$ cat src/pkg/rtcor_defines.vh
// Register map, field positions, reset values and timing counts of the RTC register block
// Behaviour
// - When the auto step enable bit 7 is set, the applied load capacitance walks toward the target instead of jumping.
// - Read-only bit 6 reads 1 when the applied code equals the target and 0 while stepping.
// - Bits 5 and 4 of the load capacitance register read zero and ignore writes.
// - Bits 3 to 0 of the load capacitance register hold the target code, with a device-specific reset value.
// - Writing 1 to pin configuration bit 7 shorts the two oscillator pins; 0 leaves them normal.
// - Four capture bytes form a 32-bit timer image used to read and preset the timer.
// - A load request copies the image into the timer and a snapshot request copies the timer into the image.
// - Four alarm bytes, reset to zero, hold a 32-bit value compared against the timer to raise an alarm event.
// - Alarm bits 7 to 0 sit in the alarm byte at index 0x08, the rest at the three indices above.
// - The snapshot and load request bits self-clear once their transfer is complete.
`ifndef RTCOR_DEFINES_VH
`define RTCOR_DEFINES_VH
// Register indices; byte address is four times the index
`define RTCOR_IDX_SNAP0 4'h0
`define RTCOR_IDX_SNAP1 4'h1
`define RTCOR_IDX_SNAP2 4'h2
`define RTCOR_IDX_SNAP3 4'h3
`define RTCOR_IDX_CTRL 4'h4
`define RTCOR_IDX_LOAD_CAP_TARGET 4'h6
`define RTCOR_IDX_PINCFG 4'h7
`define RTCOR_IDX_ALARM_MATCH_BYTE0 4'h8
`define RTCOR_IDX_ALARM_MATCH_BYTE1 4'h9
`define RTCOR_IDX_ALARM_MATCH_BYTE2 4'ha
`define RTCOR_IDX_ALARM_MATCH_BYTE3 4'hb
// Control register fields
`define RTCOR_CTRL_SNAP_BIT 0
`define RTCOR_CTRL_LOAD_BIT 1
`define RTCOR_CTRL_AEN_BIT 2
`define RTCOR_CTRL_TEN_BIT 3
`define RTCOR_CTRL_ALARM_BIT 4
// Load capacitance register fields
`define RTCOR_LC_STEP_BIT 7
`define RTCOR_LC_SETTLED_BIT 6
`define RTCOR_LC_TARGET_MSB 3
`define RTCOR_LC_TARGET_RST 4'h0
// Pin configuration register fields
`define RTCOR_PIN_SHORT_BIT 7
`define RTCOR_PIN_RSVD_RST 7'h00
// Stepping interval
`define RTCOR_STEP_TIME_NS 1000
`define RTCOR_CLK_PERIOD_NS 10
`endif

$ cat src/core/rtcor_regs.v
// AHB-Lite register block: capture image, alarm, load capacitance and pin control
//
// Added by the designer: register access over AHB-Lite.
`timescale 1ns/1ps
`default_nettype none
`include "rtcor_defines.vh"
module rtcor_regs #(
   parameter STEP_CYCLES = (`RTCOR_STEP_TIME_NS + `RTCOR_CLK_PERIOD_NS - 1) / `RTCOR_CLK_PERIOD_NS
) (
   input wire clock_in,
   input wire arst_n_in,
   input wire hsel_in,
   input wire [31:0] haddr_in,
   input wire [1:0] htrans_in,
   input wire hwrite_in,
   input wire [2:0] hsize_in,
   input wire [31:0] hwdata_in,
   input wire hready_in,
   output reg [31:0] hrdata_out,
   output wire hreadyout_out,
   output wire hresp_out,
   output wire xtal_pin_short_out,
   output wire [3:0] applied_cap_out,
   output wire alarm_event_out,
   output wire [31:0] timer_out
);
   // Address phase capture
   reg wr_pend_ff;
   reg [3:0] wr_idx_ff;
   reg [31:0] snap_ff;
   reg [31:0] alarm_ff;
   reg step_en_ff;
   reg [3:0] target_ff;
   reg pin_short_ff;
   reg [6:0] pin_rsvd_ff;
   reg snap_req_ff;
   reg load_req_ff;
   reg alarm_en_ff;
   reg timer_en_ff;
   reg alarm_seen_ff;
   reg [31:0] nxt_rdata;
   wire addr_ok;
   wire take;
   wire [3:0] idx;
   wire settled;
   wire alarm_hit;
   wire [31:0] count;
   wire [7:0] wb;

   assign idx = haddr_in[5:2];
   assign addr_ok = (haddr_in[31:6] == 26'h0) && (haddr_in[1:0] == 2'b00);
   assign take = hsel_in && hready_in && htrans_in[1];
   assign hreadyout_out = 1'b1;
   assign hresp_out = 1'b0;
   assign wb = hwdata_in[7:0];
   assign xtal_pin_short_out = pin_short_ff;
   assign alarm_event_out = alarm_hit;
   assign timer_out = count;

   // Read data registered in the address phase, so it stands in the data phase
   always @* begin
      nxt_rdata = 32'h00000000;
      case (idx)
         `RTCOR_IDX_SNAP0: nxt_rdata = {24'h0, snap_ff[7:0]};
         `RTCOR_IDX_SNAP1: nxt_rdata = {24'h0, snap_ff[15:8]};
         `RTCOR_IDX_SNAP2: nxt_rdata = {24'h0, snap_ff[23:16]};
         `RTCOR_IDX_SNAP3: nxt_rdata = {24'h0, snap_ff[31:24]};
         `RTCOR_IDX_CTRL: nxt_rdata = {27'h0, alarm_seen_ff, timer_en_ff, alarm_en_ff,
            load_req_ff, snap_req_ff};
         `RTCOR_IDX_LOAD_CAP_TARGET: nxt_rdata = {24'h0, step_en_ff, settled, 2'b00, target_ff};
         `RTCOR_IDX_PINCFG: nxt_rdata = {24'h0, 1'b0, pin_rsvd_ff}; // Short bit is write-only
         `RTCOR_IDX_ALARM_MATCH_BYTE0: nxt_rdata = {24'h0, alarm_ff[7:0]};
         `RTCOR_IDX_ALARM_MATCH_BYTE1: nxt_rdata = {24'h0, alarm_ff[15:8]};
         `RTCOR_IDX_ALARM_MATCH_BYTE2: nxt_rdata = {24'h0, alarm_ff[23:16]};
         `RTCOR_IDX_ALARM_MATCH_BYTE3: nxt_rdata = {24'h0, alarm_ff[31:24]};
         default: nxt_rdata = 32'h00000000;
      endcase
      if (!addr_ok) begin
         nxt_rdata = 32'h00000000; // Unmapped reads as zero
      end
   end

   // Bus bookkeeping
   always @(posedge clock_in or negedge arst_n_in) begin
      if (!arst_n_in) begin
         wr_pend_ff <= 1'b0;
         wr_idx_ff <= 4'h0;
         hrdata_out <= 32'h00000000;
      end else begin
         wr_pend_ff <= take && hwrite_in && addr_ok;
         wr_idx_ff <= idx;
         if (take && !hwrite_in) begin
            hrdata_out <= nxt_rdata;
         end
      end
   end

   // Register writes; request bits self-clear on the same edge that they act
   always @(posedge clock_in or negedge arst_n_in) begin
      if (!arst_n_in) begin
         snap_ff <= 32'h00000000;
         alarm_ff <= 32'h00000000;
         step_en_ff <= 1'b0;
         target_ff <= `RTCOR_LC_TARGET_RST;
         pin_short_ff <= 1'b0;
         pin_rsvd_ff <= `RTCOR_PIN_RSVD_RST;
         snap_req_ff <= 1'b0;
         load_req_ff <= 1'b0;
         alarm_en_ff <= 1'b0;
         timer_en_ff <= 1'b0;
         alarm_seen_ff <= 1'b0;
      end else begin
         snap_req_ff <= 1'b0;
         load_req_ff <= 1'b0;
         if (snap_req_ff) begin
            snap_ff <= count;
         end
         if (wr_pend_ff) begin
            case (wr_idx_ff)
               `RTCOR_IDX_SNAP0: snap_ff[7:0] <= wb;
               `RTCOR_IDX_SNAP1: snap_ff[15:8] <= wb;
               `RTCOR_IDX_SNAP2: snap_ff[23:16] <= wb;
               `RTCOR_IDX_SNAP3: snap_ff[31:24] <= wb;
               `RTCOR_IDX_CTRL: begin
                  snap_req_ff <= wb[`RTCOR_CTRL_SNAP_BIT];
                  load_req_ff <= wb[`RTCOR_CTRL_LOAD_BIT];
                  alarm_en_ff <= wb[`RTCOR_CTRL_AEN_BIT];
                  timer_en_ff <= wb[`RTCOR_CTRL_TEN_BIT];
               end
               `RTCOR_IDX_LOAD_CAP_TARGET: begin
                  step_en_ff <= wb[`RTCOR_LC_STEP_BIT];
                  target_ff <= wb[`RTCOR_LC_TARGET_MSB:0];
               end
               `RTCOR_IDX_PINCFG: begin
                  pin_short_ff <= wb[`RTCOR_PIN_SHORT_BIT];
                  pin_rsvd_ff <= wb[6:0];
               end
               `RTCOR_IDX_ALARM_MATCH_BYTE0: alarm_ff[7:0] <= wb;
               `RTCOR_IDX_ALARM_MATCH_BYTE1: alarm_ff[15:8] <= wb;
               `RTCOR_IDX_ALARM_MATCH_BYTE2: alarm_ff[23:16] <= wb;
               `RTCOR_IDX_ALARM_MATCH_BYTE3: alarm_ff[31:24] <= wb;
               default: ;
            endcase
         end
         // Sticky alarm seen; set wins over a write-one clear
         if (alarm_hit) begin
            alarm_seen_ff <= 1'b1;
         end else if (wr_pend_ff && wr_idx_ff == `RTCOR_IDX_CTRL && wb[`RTCOR_CTRL_ALARM_BIT]) begin
            alarm_seen_ff <= 1'b0;
         end
      end
   end

   // Capacitance stepper
   rtcor_cap_stepper #(
      .STEP_CYCLES(STEP_CYCLES)
   ) u_stepper (
      .clock_in(clock_in),
      .arst_n_in(arst_n_in),
      .step_en_in(step_en_ff),
      .target_in(target_ff),
      .applied_out(applied_cap_out),
      .settled_out(settled)
   );

   // Timer, preset from the capture image on a load request
   rtcor_timer u_timer (
      .clock_in(clock_in),
      .arst_n_in(arst_n_in),
      .run_in(timer_en_ff),
      .load_in(load_req_ff),
      .load_val_in(snap_ff),
      .alarm_val_in(alarm_ff),
      .alarm_en_in(alarm_en_ff),
      .count_out(count),
      .alarm_hit_out(alarm_hit)
   );
endmodule // rtcor_regs
`default_nettype wire

$ cat src/core/rtcor_cap_stepper.v
// Load capacitance stepper: walks the applied code toward the target
`timescale 1ns/1ps
`default_nettype none
`include "rtcor_defines.vh"
module rtcor_cap_stepper #(
   parameter STEP_CYCLES = 100
) (
   input wire clock_in,
   input wire arst_n_in,
   input wire step_en_in,
   input wire [3:0] target_in,
   output wire [3:0] applied_out,
   output wire settled_out
);
   reg [3:0] applied_ff;
   reg [15:0] tick_ff;
   wire tick_done;

   assign tick_done = (tick_ff == STEP_CYCLES[15:0] - 16'h0001);
   assign applied_out = applied_ff;
   assign settled_out = (applied_ff == target_in);

   // Interval counter only runs while stepping is pending
   always @(posedge clock_in or negedge arst_n_in) begin
      if (!arst_n_in) begin
         tick_ff <= 16'h0000;
      end else if (!step_en_in || settled_out || tick_done) begin
         tick_ff <= 16'h0000;
      end else begin
         tick_ff <= tick_ff + 16'h0001;
      end
   end

   // One step per interval, or a direct jump when stepping is off
   always @(posedge clock_in or negedge arst_n_in) begin
      if (!arst_n_in) begin
         applied_ff <= `RTCOR_LC_TARGET_RST;
      end else if (!step_en_in) begin
         applied_ff <= target_in;
      end else if (tick_done && !settled_out) begin
         if (applied_ff < target_in) begin
            applied_ff <= applied_ff + 4'h1;
         end else begin
            applied_ff <= applied_ff - 4'h1;
         end
      end
   end
endmodule // rtcor_cap_stepper
`default_nettype wire

$ cat src/core/rtcor_timer.v
// 32-bit timer with load port and alarm compare
`timescale 1ns/1ps
`default_nettype none
module rtcor_timer (
   input wire clock_in,
   input wire arst_n_in,
   input wire run_in,
   input wire load_in,
   input wire [31:0] load_val_in,
   input wire [31:0] alarm_val_in,
   input wire alarm_en_in,
   output wire [31:0] count_out,
   output reg alarm_hit_out
);
   reg [31:0] count_ff;
   assign count_out = count_ff;

   // Load wins over counting so a preset is exact
   always @(posedge clock_in or negedge arst_n_in) begin
      if (!arst_n_in) begin
         count_ff <= 32'h00000000;
      end else if (load_in) begin
         count_ff <= load_val_in;
      end else if (run_in) begin
         count_ff <= count_ff + 32'h00000001;
      end
   end

   // Registered alarm event on match; one cycle long while the timer runs, held while it stops on a match
   always @(posedge clock_in or negedge arst_n_in) begin
      if (!arst_n_in) begin
         alarm_hit_out <= 1'b0;
      end else begin
         alarm_hit_out <= alarm_en_in && (count_ff == alarm_val_in);
      end
   end
endmodule // rtcor_timer
`default_nettype wire

$ cat config.mk
export PLATFORM = sky130hd
export DESIGN_NAME = rtcor_regs
export DESIGN_NICKNAME = d
export VERILOG_FILES = /design/src/core/rtcor_regs.v /design/src/core/rtcor_cap_stepper.v /design/src/core/rtcor_timer.v
export VERILOG_INCLUDE_DIRS = /design/src /design/src/pkg
export SDC_FILE = /design/constraint.sdc
export NUM_CORES = 1
export LEC_CHECK = 0
export CORE_AREA = 4 4 150 109
export CTS_BUF_LIST = sky130_fd_sc_hd__clkbuf_8 sky130_fd_sc_hd__clkbuf_16
export CTS_CLUSTER_DIAMETER = 40
export DETAILED_ROUTE_END_ITERATION = 10
export DIE_AREA = 0 0 154 113
export DONT_BUFFER_PORTS = 1
export PLACE_DENSITY = 0.82
export SYNTH_ARGS = -nofsm -noshare
export SYNTH_HDL_FRONTEND = slang
export SYNTH_HIERARCHICAL = 1
export SYNTH_SLANG_ARGS = --single-unit
export TNS_END_PERCENT = 50
$ cat constraint.sdc
create_clock -name clock_in -period 2.2 [get_ports clock_in]
set_clock_uncertainty 0.1 [all_clocks]
set_input_delay 0.44 -clock clock_in [delete_from_list [all_inputs] [get_ports clock_in]]
set_output_delay 0.44 -clock clock_in [all_outputs]
set_load 0.01 [all_outputs]
==> results.py <==
metrics = {
    "run_status": {
        "outcome": "complete, but fails checks",
        "violations": "negative hold slack, negative setup slack",
    },
    "place": {
        "numPortBuffers": 0,
        "hpwl_um": 17800,
        "gp_congestion": 1.04,
        "place_ws_ns": -0.249,
    },
    "cts": {
        "tritoncts": "built",
        "clock_latency_ns": 0.43,
        "cts_hold_buf": 4,
        "clock-sinks": 148,
        "clk_pin_slew_ns": 0.07,
        "numCtsBuffers": 17,
        "htree_levels": 4,
        "root_buffer": "clkbuf_16",
        "clock_path_buffers": 2,
    },
    "min_path": {
        "hold_path.class": "in -> async",
    },
    "layout": {
        "antenna_cells": 0,
        "fillers": 1129,
        "nNetsFinal": 981,
        "regArea_mm2": 0.00371,
        "area_growth_pct": 13.6,
        "multi_input_area_mm2": 0.00440,
        "drive_gt1_share_pct": 21.7,
    },
    "sta": {
        "fmax_ghz": 0.403,
        "timing.final.hold_violations": 148,
        "final_max_slew_viol_count": 0,
        "maxSlewHeadroom_pct": 56.8,
        "rsz0062_at_grt": "yes",
        "worst-slew-pin-transition_ns": 0.632,
        "fin_crit_sh_pct": 113,
        "final.setup.worst_slack_ns": -0.281,
        "setup_viol": 3,
        "fin_crit_ns": 2.48,
        "timing.hold.ws_ns": -0.397,
        "finalSetupTns_ns": -0.715,
    },
    "worst_setup_path": {
        "critical_path_class": "reg -> reg",
        "cp-start-kind": "flop",
        "rr_endpoint": "u_stepper/applied_out[3]$_DFFE_PN0P_",
        "r2r_slack_ns": -0.28,
        "arrival_ns": 2.72,
        "ff2ff_path_depth": 11,
        "critPathMaxStageDelay_ns": 0.39,
        "crit_required_ns": 2.44,
        "critPathMaxFanout": 3,
        "path_cells": "inv_2 -> ha_4 -> nor2b_4 -> o211ai_1 -> nand2_2 -> ha_4 -> a21oi_2 -> nand2_2 -> and3_4 -> o211a_1 -> a311oi_2",
        "end_kind": "flop",
        "r2r-start": "target_ff[1]$_DFFE_PN0P_",
        "cp_slowest_cell": "dfrtp_1",
    },
    "global_routing": {
        "grt-ovfl-total": 0,
        "antenna_found_initial": 0,
        "grt_pass1_vias": 6883,
        "grt_start_max_net_pins": 149,
        "grt_usage_pct": 29.4,
        "grt_pass1_wl_um": 39600,
    },
    "synth": {
        "synth_seq_cells": 148,
        "synth_top_area_cell": "dfrtp_1",
        "synth_area_leaders": "dfrtp_1, mux2_2, mux2i_1, xor2_1, nor2_1",
        "yosysTopAreaCellShare_pct": 43.7,
        "synthArstFlopShare_pct": 100,
        "yosysUniqueCellTypes": 67,
        "synth_flop_cell": "dfrtp_1",
        "yosysWarnings": 6,
        "ys_seq_area_share_pct": 43.7,
        "syn_inst": 856,
        "synth_area_mm2": 0.00847,
        "synth_enable_flop_cells": 0,
        "postSynthAreaPerCell_um2": 9.89,
    },
    "power_and_ir_drop": {
        "p_leak_nw": 4.31,
        "ir_worst_vdd_mv": 0.423,
        "pwr-share-seq_pct": 46.1,
        "finalPower_mw": 6.12,
        "p_int_mw": 4.67,
        "p_clk_share_pct": 47.7,
        "comb_power_share_pct": 6.3,
        "swShare_pct": 23.7,
        "cellPowerDensity_mw_per_mm2": 637,
        "p_sw_mw": 1.45,
    },
    "route": {
        "routedWlPerCell_um": 23.1,
        "post-route-drc-count": 0,
        "vias_per_cell": 6.49,
        "dr.pass1.iters": 7,
        "totalWireLength_um": 25700,
        "drt_iter0_drc": 1034,
        "via_count": 7208,
        "final_antenna_net_count": 0,
    },
    "floorplanning": {
        "die_area_mm2": 0.0174,
        "dieHeight_um": 113,
        "die_w_um": 154,
        "start_util_pct": 56.2,
        "ioPinCount": 146,
        "rows": 38,
        "coreArea_mm2": 0.0151,
    },
    "flow_run": {
        "maxCapViolations": 0,
    },
}
sequential cells by signal, indices dropped and copies added, names as in the netlist, 4 cells and up:
register	count
snap_ff	32
u_stepper/tick_ff	16
u_stepper/applied_out	4
pin_rsvd_ff	7
target_ff	4
u_timer/count_out	32
hrdata_out	8
wr_idx_ff	4
alarm_ff	32
per-stage QoR:
stage	cells	util, %	cell area [µm²]
5_1_grt	1111	63.8	9620
3_3_place_gp	1072	59.1	8910
3_5_place_dp	1072	59.1	8910
4_1_cts	1109	63.5	9570
6_report	1111	63.8	9620
2_1_floorplan	880	-	8590
cell families after synthesis:
family / synth area share (%)
flip-flops: 43.7
other: 0.0887
AO/OA/AOI/OAI: 10.8
adder cells (fa/ha/maj): 1.42
XOR/XNOR: 6.41
AND/OR/NAND/NOR: 18.9
buffers and inverters: 6.25
multiplexers: 12.4
layout make-up:
cell class / count / share of cell area, %
flip-flops and latches: 148 / 38.6
well taps: 200 / 2.60
inverters: 13 / 0.507
clock inverters: 13 / 1.39
multi-input cells: 639 / 45.8
repair buffers: 79 / 6.40
clock buffers: 19 / 4.71
power by group through the flow:
stage	clock (mW)	sequential [mW]	combinational [mW]
after floorplan	0	2.85	0.298
after global placement	0	2.86	0.312
after detailed placement	0	2.86	0.327
after CTS	2.92	2.82	0.348
after global routing	3.03	2.82	0.414
final	2.92	2.82	0.384
placed cells by master, fill, tap and decap left out, types with 22 or more instances in the layout:
cell type and n:
buf_4 74, o21ai_0 40, a21oi_1 32, dfrtp_1 143, xor2_1 41, mux2_2 52, nand3_1 33, conb_1 26
nand2_1 68, mux2i_1 43, nor2_1 71, nor4_1 22
cells in the mapped netlist (10+ instances only):
library cell  count
a21oi_1          34
a22oi_1          13
buf_2            20
buf_4            29
clkbuf_1         22
dfrtp_1         148
inv_1            12
mux2_2           52
mux2i_1          44
nand2_1          70
nand3_1          35
nand4_1          17
nor2_1           71
nor2b_1          14
nor3_1           13
nor4_1           22
o21ai_0          40
o31ai_1          10
xnor2_1          21
xor2_1           41
worst max-delay path, delay by kind of cell, from the launching register on:
family          cells  cell delay [ns]
flops               1             0.39
simple gates        4             0.55
fa+ha+maj           2             0.48
buf+inv             1             0.08
compound gates      4             0.81
repair_timing:
item	in CTS	in global routing
setup buffers	1	2
gates cloned	0	0
endpoints found under the setup margin	3	9
pin swaps	7	5
endpoints found under the hold margin	152	148
resized for setup	3	10
worst max path at each step:
stage,slack [ns],start,to,cells after the start
floorplan,-0.21,u_stepper/applied_out[1]$_DFFE_PN0P_,u_stepper/applied_out[3]$_DFFE_PN0P_,10
global placement,-0.14,u_stepper/applied_out[1]$_DFFE_PN0P_,u_stepper/applied_out[3]$_DFFE_PN0P_,10
detailed placement,-0.25,u_stepper/applied_out[1]$_DFFE_PN0P_,u_stepper/applied_out[3]$_DFFE_PN0P_,10
CTS,-0.15,target_ff[1]$_DFFE_PN0P_,u_stepper/applied_out[3]$_DFFE_PN0P_,11
global route,-0.33,target_ff[1]$_DFFE_PN0P_,u_stepper/applied_out[3]$_DFFE_PN0P_,11
finish,-0.28,target_ff[1]$_DFFE_PN0P_,u_stepper/applied_out[3]$_DFFE_PN0P_,11
routing by layer:
metal | wire, µm | GRT usage, % | vias up
met1 | 10400 | 41.2 | 3568
met3 | 3460 | 10.2 | 63
met4 | 629 | 9.06 | 0
met5 | 0 | 4.20 | -
met2 | 11200 | 43.1 | 464
li1 | - | - | 3113
No activity file was read; power rests on OpenSTA's default activity.
